## src/common/csm_consts.vh

```
// Constants for the configurable signed multiplier.
// Assumes inclusion by bare name from design files.
`ifndef CSM_CONSTS_VH
`define CSM_CONSTS_VH
`define CSM_WIDE_W 18
`define CSM_NARROW_W 9
`define CSM_WIDE_P 36
`define CSM_NARROW_P 18
`define CSM_MODE_WIDE 1'h0
`define CSM_MODE_NARROW 1'h1
`define CSM_RST_OPND 18'h00000
`define CSM_RST_PROD 36'h000000000
`define CSM_RST_SIGN 1'h0
`define CSM_LSB_HI 18
`define CSM_PROD_HI_LSB 18
`endif

```

## src/verilog/csm_mult_core.v

```verilog
// Combinational signed/unsigned multiplier core, 18x18 or two 9x9.
// Assumes operands and sign controls already chosen (registered or not).
`timescale 1ns/1ps
`default_nettype none
`include "csm_consts.vh"
module csm_mult_core (
    input wire i_mode,
    input wire i_sign_a,
    input wire i_sign_b,
    input wire [17:0] i_opnd_a,
    input wire [17:0] i_opnd_b,
    output wire [35:0] o_prod
);
    // ----------------------------------------
    // Sign-extend by one bit, multiply at full width
    // ----------------------------------------
    function [37:0] smul19;
        input [18:0] a;
        input [18:0] b;
        reg signed [37:0] p;
        begin
            p = $signed(a) * $signed(b);
            smul19 = p;
        end
    endfunction

    wire [18:0] wide_a;
    wire [18:0] wide_b;
    wire [18:0] lo_a;
    wire [18:0] lo_b;
    wire [18:0] hi_a;
    wire [18:0] hi_b;
    wire [37:0] wide_p;
    wire [37:0] lo_p;
    wire [37:0] hi_p;

    // Extra top bit makes unsigned operands positive
    assign wide_a = {i_sign_a & i_opnd_a[17], i_opnd_a};
    assign wide_b = {i_sign_b & i_opnd_b[17], i_opnd_b};
    // Both halves share the same sign controls
    assign lo_a = {{10{i_sign_a & i_opnd_a[8]}}, i_opnd_a[8:0]};
    assign lo_b = {{10{i_sign_b & i_opnd_b[8]}}, i_opnd_b[8:0]};
    assign hi_a = {{10{i_sign_a & i_opnd_a[17]}}, i_opnd_a[17:9]};
    assign hi_b = {{10{i_sign_b & i_opnd_b[17]}}, i_opnd_b[17:9]};

    assign wide_p = smul19(wide_a, wide_b);
    assign lo_p = smul19(lo_a, lo_b);
    assign hi_p = smul19(hi_a, hi_b);

    // Low half product in [17:0], high half product in [35:18]
    assign o_prod = (i_mode == `CSM_MODE_NARROW) ? {hi_p[17:0], lo_p[17:0]} : wide_p[35:0];
endmodule // csm_mult_core
`default_nettype wire

```

## src/verilog/csm_mult_top.v

```verilog
// Configurable signed multiplier with optional input, sign and output stages.
// Assumes operands and controls synchronous to i_core_clk; config static-ish.
//
// Behaviour
// - Wide mode multiplies two 18-bit operands into the full product.
// - Narrow mode runs two independent 9x9 multiplications in parallel.
// - A sign control at 1 marks its operand signed, at 0 unsigned.
// - The product is signed when either operand is signed.
// - Sign controls may change at run time and apply to later operands.
// - The product is full precision with no truncation or rounding.
// - Sign controls may pass through one register stage with the operands.
// - Operand and product stages are each selectable, used or bypassed.
// - All stage registers share one clock, one enable and one clear.
`timescale 1ns/1ps
`default_nettype none
`include "csm_consts.vh"
module csm_mult_top (
    input wire i_core_clk,
    input wire i_rst_b,
    input wire i_clk_en,
    input wire i_aclr,
    input wire i_mode,
    input wire i_in_reg_en,
    input wire i_sign_reg_en,
    input wire i_out_reg_en,
    input wire i_sign_a,
    input wire i_sign_b,
    input wire [17:0] i_opnd_a,
    input wire [17:0] i_opnd_b,
    output reg [35:0] o_prod,
    output reg o_prod_signed
);
    // ----------------------------------------
    // Helpers
    // ----------------------------------------
    // Small selectors shared by the stage muxes below
    // Result is signed when either operand is signed
    function res_signed;
        input sa;
        input sb;
        begin
            res_signed = sa | sb;
        end
    endfunction

    // Stage bypass pick for an operand word
    function [17:0] pick_word;
        input use_stage;
        input [17:0] staged;
        input [17:0] live;
        begin
            pick_word = use_stage ? staged : live;
        end
    endfunction

    // Stage bypass pick for one control bit
    function pick_bit;
        input use_stage;
        input staged;
        input live;
        begin
            pick_bit = use_stage ? staged : live;
        end
    endfunction

    // Stage bypass pick for the full product
    function [35:0] pick_prod;
        input use_stage;
        input [35:0] staged;
        input [35:0] live;
        begin
            pick_prod = use_stage ? staged : live;
        end
    endfunction

    // ----------------------------------------
    // Reset release
    // ----------------------------------------
    // Two flops so the stages leave reset on a clock edge, not mid-cycle
    reg rst_meta_q;
    reg rst_sync_q;
    always @(posedge i_core_clk or negedge i_rst_b) begin
        if (!i_rst_b) begin
            rst_meta_q <= 1'h0;
            rst_sync_q <= 1'h0;
        end else begin
            rst_meta_q <= 1'h1;
            rst_sync_q <= rst_meta_q;
        end
    end

    // ----------------------------------------
    // Clear
    // ----------------------------------------
    // Either clear source empties every stage at once. The clear is a gated
    // level, so i_aclr must be glitch-free and released clear of a clock edge.
    wire clr_n;
    assign clr_n = rst_sync_q & ~i_aclr;

    // ----------------------------------------
    // Operand input stage
    // ----------------------------------------
    reg [17:0] opnd_a_q;
    reg [17:0] opnd_b_q;
    // One clock, one enable, one async clear for every stage
    always @(posedge i_core_clk or negedge clr_n) begin
        if (!clr_n) begin
            opnd_a_q <= `CSM_RST_OPND;
        end else if (i_clk_en) begin
            opnd_a_q <= i_opnd_a;
        end
    end

    always @(posedge i_core_clk or negedge clr_n) begin
        if (!clr_n) begin
            opnd_b_q <= `CSM_RST_OPND;
        end else if (i_clk_en) begin
            opnd_b_q <= i_opnd_b;
        end
    end

    // ----------------------------------------
    // Sign control stage
    // ----------------------------------------
    // Sits at the operand stage so a sign change lands with its operands.
    // Keep i_sign_reg_en equal to i_in_reg_en, or signs slip by one word.
    reg sign_a_q;
    reg sign_b_q;
    always @(posedge i_core_clk or negedge clr_n) begin
        if (!clr_n) begin
            sign_a_q <= `CSM_RST_SIGN;
        end else if (i_clk_en) begin
            sign_a_q <= i_sign_a;
        end
    end

    always @(posedge i_core_clk or negedge clr_n) begin
        if (!clr_n) begin
            sign_b_q <= `CSM_RST_SIGN;
        end else if (i_clk_en) begin
            sign_b_q <= i_sign_b;
        end
    end

    // ----------------------------------------
    // Stage bypass
    // ----------------------------------------
    // Chosen live, so flipping an enable mid-stream yields one mixed word
    wire [17:0] use_a;
    wire [17:0] use_b;
    wire use_sa;
    wire use_sb;
    wire use_signed;
    assign use_a = pick_word(i_in_reg_en, opnd_a_q, i_opnd_a);
    assign use_b = pick_word(i_in_reg_en, opnd_b_q, i_opnd_b);
    // New sign setting takes effect on the next operands seen
    assign use_sa = pick_bit(i_sign_reg_en, sign_a_q, i_sign_a);
    assign use_sb = pick_bit(i_sign_reg_en, sign_b_q, i_sign_b);
    assign use_signed = res_signed(use_sa, use_sb);

    // ----------------------------------------
    // Multiplier array
    // ----------------------------------------
    // Pure combinational; narrow mode packs the high pair above the low pair
    wire [35:0] core_prod;
    csm_mult_core u_core (
        .i_mode(i_mode),
        .i_sign_a(use_sa),
        .i_sign_b(use_sb),
        .i_opnd_a(use_a),
        .i_opnd_b(use_b),
        .o_prod(core_prod)
    );

    // ----------------------------------------
    // Product stage
    // ----------------------------------------
    // Optional pipeline stage between the array and the output flops
    reg [35:0] prod_q;
    reg psign_q;
    always @(posedge i_core_clk or negedge clr_n) begin
        if (!clr_n) begin
            prod_q <= `CSM_RST_PROD;
        end else if (i_clk_en) begin
            prod_q <= core_prod;
        end
    end

    // Sign of the staged result travels beside it
    always @(posedge i_core_clk or negedge clr_n) begin
        if (!clr_n) begin
            psign_q <= `CSM_RST_SIGN;
        end else if (i_clk_en) begin
            psign_q <= use_signed;
        end
    end

    // ----------------------------------------
    // Output capture
    // ----------------------------------------
    // Outputs must come from flops, so bypass mode still costs one capture
    // cycle; the output stage adds a second when enabled.
    // Product latency: 1 + input stage + output stage, in enabled edges.
    // Sign flag latency: 1 + sign stage + output stage, in enabled edges.
    always @(posedge i_core_clk or negedge clr_n) begin
        if (!clr_n) begin
            o_prod <= `CSM_RST_PROD;
        end else if (i_clk_en) begin
            o_prod <= pick_prod(i_out_reg_en, prod_q, core_prod);
        end
    end

    always @(posedge i_core_clk or negedge clr_n) begin
        if (!clr_n) begin
            o_prod_signed <= `CSM_RST_SIGN;
        end else if (i_clk_en) begin
            o_prod_signed <= pick_bit(i_out_reg_en, psign_q, use_signed);
        end
    end
endmodule // csm_mult_top
`default_nettype wire

```

## config.mk

```make
export PLATFORM = sky130hd
export DESIGN_NAME = csm_mult_top
export DESIGN_NICKNAME = d
export VERILOG_FILES = /design/src/verilog/csm_mult_core.v /design/src/verilog/csm_mult_top.v
export VERILOG_INCLUDE_DIRS = /design/src /design/src/common
export SDC_FILE = /design/constraint.sdc
export NUM_CORES = 1
export LEC_CHECK = 0
export BUFFER_PORTS_ARGS = -buffer_cell sky130_fd_sc_hd__buf_2
export CORE_MARGIN = 4
export CORE_UTILIZATION = 38
export CTS_CLUSTER_SIZE = 10
export DETAILED_ROUTE_END_ITERATION = 12
export SLEW_MARGIN = 20
export SYNTH_ARGS = -nofsm -noshare
export SYNTH_HDL_FRONTEND = slang
export SYNTH_SLANG_ARGS = --single-unit
```

## constraint.sdc

```tcl
create_clock -name i_core_clk -period 8.7 [get_ports i_core_clk]
set_input_delay 0.435 -clock i_core_clk [delete_from_list [all_inputs] [get_ports i_core_clk]]
set_output_delay 0.435 -clock i_core_clk [all_outputs]
set_load 0.005 [all_outputs]
```

# Word-level counts from Yosys, hierarchy flattened
# Index checks and enable logic that the tools add are counted.
word_totals:
  register_bits: 114
  input_bits: 46
op_classes:
  mul: 3
  mux: 7
  bitwise: 7
op_table:
  columns: ["operator", "n"]
  rows:
  - ["$mux W36", 2]
  - ["$mul A10 B10 Y18", 2]
  - ["$mul A19 B19 Y36", 1]
  - ["$mux W18", 2]
  - ["$and A1 B1 Y1", 5]
  - ["$mux W1", 3]
  - ["$not A1 Y1", 1]
  - ["$or A1 B1 Y1", 1]

# Longest topological paths before layout
# Gate-level depths: netlist of the first run.
depth:
  ltp_word: 5
  mapped_depth: 31
  depth_no_buf: 28

# Modules after synthesis
# A second synthesis of the first run with hierarchy kept.
hier_totals:
  cells_unflattened: 2365
  hier_area_um2: 23053.4
by_module_without_submodules:
  columns: ["module", "instances", "cells_per_inst", "area_per_inst_um2", "seq_area_each_um2"]
  rows:
  - ["csm_mult_core", 1, 1996, 17884.7, 0.0]
  - ["csm_mult_top", 1, 369, 5168.7, 2852.7]

# Worst setup path after synthesis of the first run
# OpenSTA, ideal clock, no wires.
synth_timing:
  path_type: "input-to-reg"
  from: "input port i_in_reg_en"
  to: "register o_prod[33]"
  setup_ns: 0.065
  t_arrival_ns: 8.546
  required_time_ns: 8.635
  path_slack_ns: 0.089
  path_stages: 26
  n_path_buf: 4
  path_cell_list: "clkbuf_1 -> clkbuf_1 -> buf_1 -> clkbuf_1 -> mux2i_1 -> nor2_1 -> fa_1 -> inv_1 -> fa_1 -> fa_1 -> fa_1 -> inv_1 -> fa_1 -> fa_1 -> ha_1 -> ha_1 -> a211o_1 -> o211ai_1 -> a21oi_1 -> a2111o_1 -> a2111oi_4 -> o21bai_2 -> a211o_1 -> o211a_1 -> o311ai_1 -> o21a_1"
synth_between:
  elab_chain_len: 5
  word_cells_on_any_way: 8
synth_lines:
  columns: ["element", "line_no", "source"]
  rows:
  - ["start: declaration", "csm_mult_top.v:23", "input wire i_in_reg_en,"]
  - ["$mux W18", "csm_mult_top.v:52", "pick_word = use_stage ? staged : live;"]
  - ["$and A1 B1 Y1 (on tied branches)", null, null]
  - ["$mul A19 B19 Y36 or $mul A10 B10 Y18 (tied branches)", "csm_mult_core.v:22", "p = $signed(a) * $signed(b);"]
  - ["$mux W36 *", "csm_mult_core.v:51", "assign o_prod = (i_mode == `CSM_MODE_NARROW) ? {hi_p[17:0], lo_p[17:0]} : wide_p[35:0];"]
  - ["$mux W36 *", "csm_mult_top.v:72", "pick_prod = use_stage ? staged : live;"]
  - ["end signal: assignment", "csm_mult_top.v:207", "o_prod <= `CSM_RST_PROD;"]
  - ["end signal: assignment", "csm_mult_top.v:209", "o_prod <= pick_prod(i_out_reg_en, prod_q, core_prod);"]
  - ["end: declaration", "csm_mult_top.v:30", "output reg [35:0] o_prod,"]
# Mark *: on every way between the ends. The rest lies on a longest branch, timed or not.
# A chain may end at the register's enable or synchronous reset.

# Worst setup path in the final report of the first run
# Same ends and word-level chain as after synthesis.

==> results of run 1 <==
## area by class of cell
class	count	area (µm²)	area share
inverters	534	2000	0.0809
well taps	773	967	0.0390
multi-input cells	1680	17400	0.704
flip-flops and latches	114	2850	0.115
clock buffers	17	425	0.0172
clock inverters	15	161	0.00651
repair buffers	143	925	0.0373
## kinds of logic after synthesis
kind of cell | count (synthesis) | share of synthesized area
buf+inv | 604 | 0.101
fa+ha+maj | 634 | 0.501
compound gates | 235 | 0.0657
other cells | 1 | 0.000166
simple gates | 591 | 0.107
mux | 151 | 0.0724
flops | 114 | 0.126
xor+xnor | 68 | 0.0264
## Yosys cell counts (all sizes together) (13+ instances only)
cell type	count	area share
nor3	16	0.0035
ha	184	0.10
clkbuf	49	0.0082
a21oi	76	0.017
nor2	246	0.041
inv	534	0.089
dfrtp	114	0.13
xnor2	55	0.021
fa	450	0.40
a21o	14	0.0047
o21ai	61	0.014
buf	21	0.0035
mux2i	54	0.024
nand2	261	0.043
mux2	97	0.048
xor2	13	0.0050
## flip-flops by register name, indices dropped and copies added, names as in the netlist
name           flops
o_prod            36
o_prod_signed      1
opnd_a_q          18
opnd_b_q          18
prod_q            36
psign_q            1
rst_meta_q         1
rst_sync_q         1
sign_a_q           1
sign_b_q           1
## routing by layer
layer  wire length (µm)  track usage  part of all wire  vias up
li1                   -            -                 -     7544
met1              28800        0.295              0.42     8776
met2              34600        0.382              0.50      448
met3               3690       0.0340             0.053       84
met4               2340       0.0742             0.034        0
met5                  0            0                 0        -
## worst min-delay path, cell delays in order
cell and delay, ps:
buf_2 110, nor2b_4 90, buf_4 480
## worst max-delay path by stage
| stage | slack (ps) | endpoint |
|---|---|---|
| global route | 680 | o_prod[33] |
| CTS | 1010 | o_prod[33] |
| detailed placement | 520 | o_prod[33] |
| finish | 930 | o_prod[33] |
| floorplan | 90 | o_prod[33] |
| global placement | 640 | o_prod[33] |
## per-stage QoR
stage | util | hold WS (ps) | area, µm²
global route | 0.421 | 239 | 24800
floorplan | - | 139 | 22600
global placement | 0.410 | 220 | 24200
finish | 0.421 | 196 | 24800
CTS | 0.420 | 200 | 24800
detailed placement | 0.410 | 222 | 24200
==> flow_summary_export.csv, run 1 <==
group,metric,value,unit
outcome,status,"completed",
finish,final_nets,3170,
cts,cts_resized,0,
grt,grt_max_degree,117,
critical_path,worst-path-stages,24,
floorplan,core_area,58900,µm²
synth,netlist_area,22600,µm²
sta,hold_viol_final,0,
critical_path,critPathMaxFanout,34,
synth,synth-seq-area-share,0.126,
floorplan,boundaryPins,83,
synth,yosys.cell_types.count,62,
route,drtIter0Drc,1008,
placement,place.gp.congestion,0.963,
sta,relSlewSlack,0.417,
cts,post_cts_buffers,0,
critical_path,reg2regPathDepth,25,
synth,synth_ff_type,"dfrtp_1",
critical_path,rr_endpoint,"o_prod[33]",
finish,fill_cells,5760,
sta,setup_violations,0,
synth,yosys_register_bits,114,
synth,synth-edff-count,0,
sta,worst_pin_slew,851,ps
placement,place_ws,523,ps
floorplan,rows,89,
critical_path,startpoint_type,"input port",
cts,clkLatencyLatePin,460,ps
route,drc,0,
grt,antenna_found_initial,0,
placement,io_buffers,82,
synth,synth-warning-count,0,
sta,drv_slew,0,
route,wire_per_inst,21.2,µm
placement,dp_hpwl,59200,µm
critical_path,reg2reg_slack,990,ps
critical_path,worstPathRequired,9090,ps
route,viasPerCell,5.14,
sta,fin_ws,930,ps
sta,fmaxAchievable,129,MHz
sta,setup_tns,0,ps
synth,synthArstFlopShare,1.00,
critical_path,max_stage_delay,690,ps
critical_path,critical_path.top_delay_family,"adder cells",
cts,clock_sinks,114,
synth,synth_cells,2398,
synth,syn_avg_cell_area,9.41,µm²
placement,placed_cells,3242,
floorplan,die-area,63300,µm²
sta,rsz0062_at_grt,"false",
finish,final_common_cell,"inv_1",
route,ant_nets,0,
grt,grtUsageTotal,0.224,
route,vias,16900,
worst_hold_path,hp-class,"in2async",
grt,grt_pass1_vias,18300,
floorplan,start_util,0.383,
cts,cts_buffer_depth,2,
finish,syn2layout_area_growth,9.85,%
synth,synth_fp_nets,3078,
critical_path,slowest_stage,"mux2i_1",
finish,n_antenna_cell,0,
cts,ctsHoldBuffers,1,
grt,grt_pass1_wl,108000,µm
critical_path,crit_arrival,8160,ps
critical_path,worst-setup-path-type,"in2reg",
route,wirelength,69500,µm
critical_path,critPathBufInv,4,
critical_path,crit_chain,"buf_4 > buf_12 > mux2i_1 > nor2_1 > fa_1 > fa_1 > inv_1 > fa_1 > inv_1 > fa_1 > fa_1 > fa_1 > ha_1 > ha_1 > a211o_1 > o211ai_1 > a21oi_1 > a2111o_1 > a2111oi_4 > o21bai_2 > a211o_1 > o211a_1 > o311ai_1 > o21a_1",
critical_path,crit_path_end_kind,"flip-flop",
sta,finClkSkew,20.9,ps
cts,clk_pin_slew,70,ps
grt,grt_overflow,0,
critical_path,setup.worst_path.start,"i_in_reg_en",
floorplan,die_w,252,µm
sta,period_minus_slack,7770,ps
route,first_pass_iters,7,
finish,mostFrequentLayoutCells,"533 x inv_1, 450 x fa_1, 261 x nand2_1",
finish,final_cell_count_no_fill,3276,
sta,period_share,0.893,
critical_path,critPathMostFrequentCell,"fa_1",
critical_path,r2r-start,"opnd_b_q[4]",
cts,h-tree-depth,4,
job,maxCapViolations,0,
cts,cts-root-buf,"clkbuf_16",
cts,cts_tree,"built",
finish,final_layout_size_suffix_gt1_frac,0.113,
cts,cts_inserted_buffers,17,
floorplan,die_h,252,µm
Power of run 1 is not shown: default switching activity piles up to over one toggle a cycle in this logic, so the estimate is an artifact.
==> run 2, diff against run 1 <==
Settings changed: PLACE_DENSITY set to 0.61.
==> flow_summary_export.csv, run 2 (same netlist as run 1, synthesis figures left out) <==
group,metric,value,unit
floorplan,die_w,252,µm
placement,place.gp.congestion,0.953,
sta,period_minus_slack,8190,ps
cts,clock_sinks,114,
finish,multi_input_area,17400,µm²
route,wirelength,67100,µm
finish,mostFrequentLayoutCells,"533 x inv_1, 450 x fa_1, 261 x nand2_1",
route,first_pass_iters,5,
grt,grt_pass1_wl,104000,µm
route,drtIter0Drc,1154,
route,drc,0,
cts,cts_buffer_depth,2,
placement,dp_hpwl,56400,µm
floorplan,rows,89,
finish,final_layout_size_suffix_gt1_frac,0.113,
sta,fin_ws,509,ps
floorplan,core_area,58900,µm²
sta,hold_viol_final,0,
sta,rsz0062_at_grt,"false",
cts,cts_resized,0,
outcome,status,"completed",
finish,regArea,2850,µm²
sta,setup_violations,0,
critical_path,critPathMaxFanout,22,
finish,syn2layout_area_growth,9.97,%
critical_path,crit_path_end_kind,"flip-flop",
grt,grt_pass1_vias,18100,
cts,clk_pin_slew,70,ps
route,vias,16800,
cts,post_cts_buffers,0,
sta,relSlewSlack,0.277,
floorplan,die_h,252,µm
sta,period_share,0.941,
sta,worst_pin_slew,1050,ps
finish,reg_top3,"o_prod (36), prod_q (36)",
cts,clkLatencyLatePin,470,ps
finish,final_common_cell,"inv_1",
critical_path,crit_arrival,8590,ps
placement,place_ws,136,ps
sta,whs,169,ps
grt,grtUsageTotal,0.216,
route,ant_nets,0,
critical_path,worst-setup-path-type,"in2reg",
sta,fmaxAchievable,122,MHz
floorplan,start_util,0.383,
finish,final_nets,3171,
cts,cts-root-buf,"clkbuf_16",
cts,ctsHoldBuffers,1,
critical_path,startpoint_type,"input port",
sta,drv_slew,0,
cts,cts_tree,"built",
floorplan,die-area,63300,µm²
sta,finClkSkew,18.0,ps
grt,grt_overflow,0,
cts,cts_inserted_buffers,17,
finish,fill_cells,5751,
sta,setup_tns,0,ps
placement,io_buffers,82,
critical_path,worstPathRequired,9100,ps
job,maxCapViolations,0,
route,viasPerCell,5.13,
grt,grt_max_degree,93,
route,wire_per_inst,20.5,µm
cts,h-tree-depth,4,
worst_hold_path,hp-class,"in2async",
grt,antenna_found_initial,2,
floorplan,boundaryPins,83,
run 2: changes by cell type in the layout (fill, tap and decap cells not counted), sizes merged:
cell / before / now
inv: 544 / 539
diode: 0 / 1
buf: 142 / 143
bufinv: 1 / 3
clkinv: 1 / 3
run 2: final cells by class:
| type | instances | share of cell area |
|---|---|---|
| timing repair buffer | 144 | 0.0376 |
| multi-input combinational | 1680 | 0.703 |
| clock buffer | 17 | 0.0171 |
| inverter | 534 | 0.0808 |
| antenna | 1 | 0.000101 |
| sequential | 114 | 0.115 |
| tap | 773 | 0.0390 |
| clock inverter | 14 | 0.00721 |
run 2: critical path: stages:
cell	delay, ps
buf_4	310
buf_12	210
buf_4	200
mux2i_1	880
nor2_1	170
fa_1	600
inv_1	60
fa_1	410
fa_1	510
inv_1	50
fa_1	480
fa_1	590
fa_1	430
ha_1	290
ha_1	370
a211o_1	320
o211ai_1	90
a21oi_1	100
a2111o_1	510
a2111oi_4	490
o21bai_2	170
a211o_1	320
o211a_1	140
o311ai_1	260
o21a_1	150
run 2: path summary, 6_finish.rpt:
kind                              start      endpoint  slack (ps)  depth (start not counted)
min                              i_aclr    prod_q[27]         170                          3
max                         i_in_reg_en    o_prod[33]         510                         25
min reg2reg                  rst_meta_q    rst_sync_q         360                          0
min in group i_core_clk        i_sign_b      sign_b_q         230                          2
max in group asynchronous    rst_sync_q  opnd_b_q[12]        7150                          4
max reg2reg                opnd_a_q[12]    o_prod[33]         890                         22
run 2: per-stage QoR:
step | util | instances | area (µm²)
global placement | 0.410 | 3243 | 24200
finish | 0.421 | 3277 | 24800
global route | 0.421 | 3277 | 24800
detailed placement | 0.410 | 3243 | 24200
floorplan | - | 2398 | 22600
CTS | 0.421 | 3275 | 24800
run 2: metal layers:
layer,GRT usage,share of wire,vias to the layer above,routed length (µm)
met4,0.0818,0.039,2,2640
met3,0.0471,0.062,108,4190
met2,0.350,0.48,497,32200
li1,-,-,7543,-
met5,0,0.00019,-,13
met1,0.285,0.42,8663,28100
Power of run 2 is left out for the same reason.
==> run 3, diff against run 2 <==
Clock period 8.7 ns to 8.45 ns, I/O delays scaled along.
==> flow_summary_export.csv, run 3 (same netlist as run 1, synthesis figures left out) <==
group,metric,value,unit
outcome,status,"completed",
route,viasPerCell,5.14,
sta,worst_pin_slew,993,ps
route,wirelength,67600,µm
floorplan,start_util,0.383,
finish,mostFrequentLayoutCells,"533 x inv_1, 450 x fa_1, 261 x nand2_1",
floorplan,core_area,58900,µm²
route,vias,16900,
placement,place.gp.congestion,0.959,
floorplan,boundaryPins,83,
sta,period_minus_slack,7790,ps
finish,reg_top3,"o_prod (36), prod_q (36)",
cts,clk_pin_slew,60,ps
placement,io_buffers,82,
floorplan,die_w,252,µm
sta,fin_ws,663,ps
critical_path,worstPathRequired,8830,ps
worst_hold_path,hp-class,"in2async",
critical_path,critPathMaxFanout,41,
job,maxCapViolations,0,
grt,grt_overflow,0,
sta,finClkSkew,20.9,ps
cts,cts_buffer_depth,2,
sta,rsz0062_at_grt,"false",
finish,syn2layout_area_growth,9.86,%
placement,place_ws,269,ps
finish,final_common_cell,"inv_1",
cts,cts_resized,0,
cts,cts_inserted_buffers,17,
grt,grt.met3_usage,0.0355,
sta,fmaxAchievable,128,MHz
grt,busiest_layer,"met2",
cts,h-tree-depth,4,
grt,grt_use_met2,0.366,
cts,clkLatencyLatePin,450,ps
finish,finalInstanceArea,24800,µm²
critical_path,startpoint_type,"input port",
sta,relSlewSlack,0.338,
route,wire_per_inst,20.6,µm
sta,period_share,0.922,
critical_path,crit_path_end_kind,"flip-flop",
floorplan,rows,89,
route,first_pass_iters,5,
grt,met1_usage,0.289,
grt,grt_pass1_wl,105000,µm
placement,place_area,24200,µm²
route,drc,0,
grt,grtUsageTotal,0.218,
cts,cts-root-buf,"clkbuf_16",
grt,grt_pass1_vias,18100,
grt,grt_max_degree,101,
floorplan,die-area,63300,µm²
floorplan,die_h,252,µm
sta,hold_viol_final,0,
critical_path,worst-setup-path-type,"in2reg",
route,ant_nets,0,
sta,whs,234,ps
route,drtIter0Drc,1036,
cts,ctsHoldBuffers,1,
cts,clock_sinks,114,
sta,setup_violations,0,
grt,antenna_found_initial,1,
sta,drv_slew,0,
cts,cts_tree,"built",
cts,post_cts_buffers,0,
finish,final_nets,3170,
finish,final_layout_size_suffix_gt1_frac,0.114,
sta,setup_tns,0,ps
placement,dp_hpwl,56800,µm
critical_path,crit_arrival,8170,ps
==> run 3: cell types whose count changed in the layout (fill, tap and decap cells not counted), moves of 2 or more <==
| cell | previous run | this run |
|---|---|---|
| clkbuf_8 | 0 | 2 |
| mux2i_2 | 0 | 2 |
| mux2i_1 | 54 | 52 |
| inv_6 | 5 | 2 |
| clkinv_2 | 1 | 3 |
==> run 3: worst paths after layout <==
kind                             start      endpoint  slack (ps)  cells after the start
min                             i_aclr    o_prod[28]         230                      3
max                        i_in_reg_en    o_prod[33]         660                     24
min in group i_core_clk    i_opnd_b[2]   opnd_b_q[2]         240                      2
max reg2reg                opnd_a_q[8]    o_prod[33]         670                     22
min reg2reg                 rst_meta_q    rst_sync_q         360                      0
max in group asynchronous   rst_sync_q  opnd_b_q[11]        6490                      3
==> run 3: stage by stage <==
| step | util | instances |
|---|---|---|
| 3_5_place_dp | 0.411 | 3243 |
| 6_report | 0.421 | 3276 |
| 4_1_cts | 0.421 | 3275 |
| 3_3_place_gp | 0.411 | 3243 |
| 5_1_grt | 0.421 | 3275 |
| 2_1_floorplan | - | 2398 |
==> run 3: critical path, stage by stage <==
cell	delay, ps
buf_4	170
buf_12	270
mux2i_2	670
nor2_1	140
fa_1	530
inv_1	50
fa_1	560
fa_1	450
fa_1	540
inv_1	50
fa_1	500
fa_1	480
ha_1	320
ha_1	360
a211o_1	310
o211ai_1	90
a21oi_1	110
a2111o_1	510
a2111oi_4	540
o21bai_2	170
a211o_1	310
o211a_1	140
o311ai_1	270
o21a_1	170
==> run 3: layout make-up <==
cell class / instances / area, µm²
multi-input cells: 1680 / 17500
well taps: 773 / 967
diodes: 1 / 2.50
clock buffers: 19 / 453
clock inverters: 12 / 133
inverters: 534 / 2000
flip-flops and latches: 114 / 2850
repair buffers: 143 / 917
fillers: 5746 / 34100
==> run 3: layer usage <==
metal / share of wire / up-vias
met1: 0.41 / 8680
met5: 0 / -
met4: 0.038 / 0
met3: 0.063 / 114
li1: - / 7539
met2: 0.49 / 522
Power of run 3 is left out for the same reason.
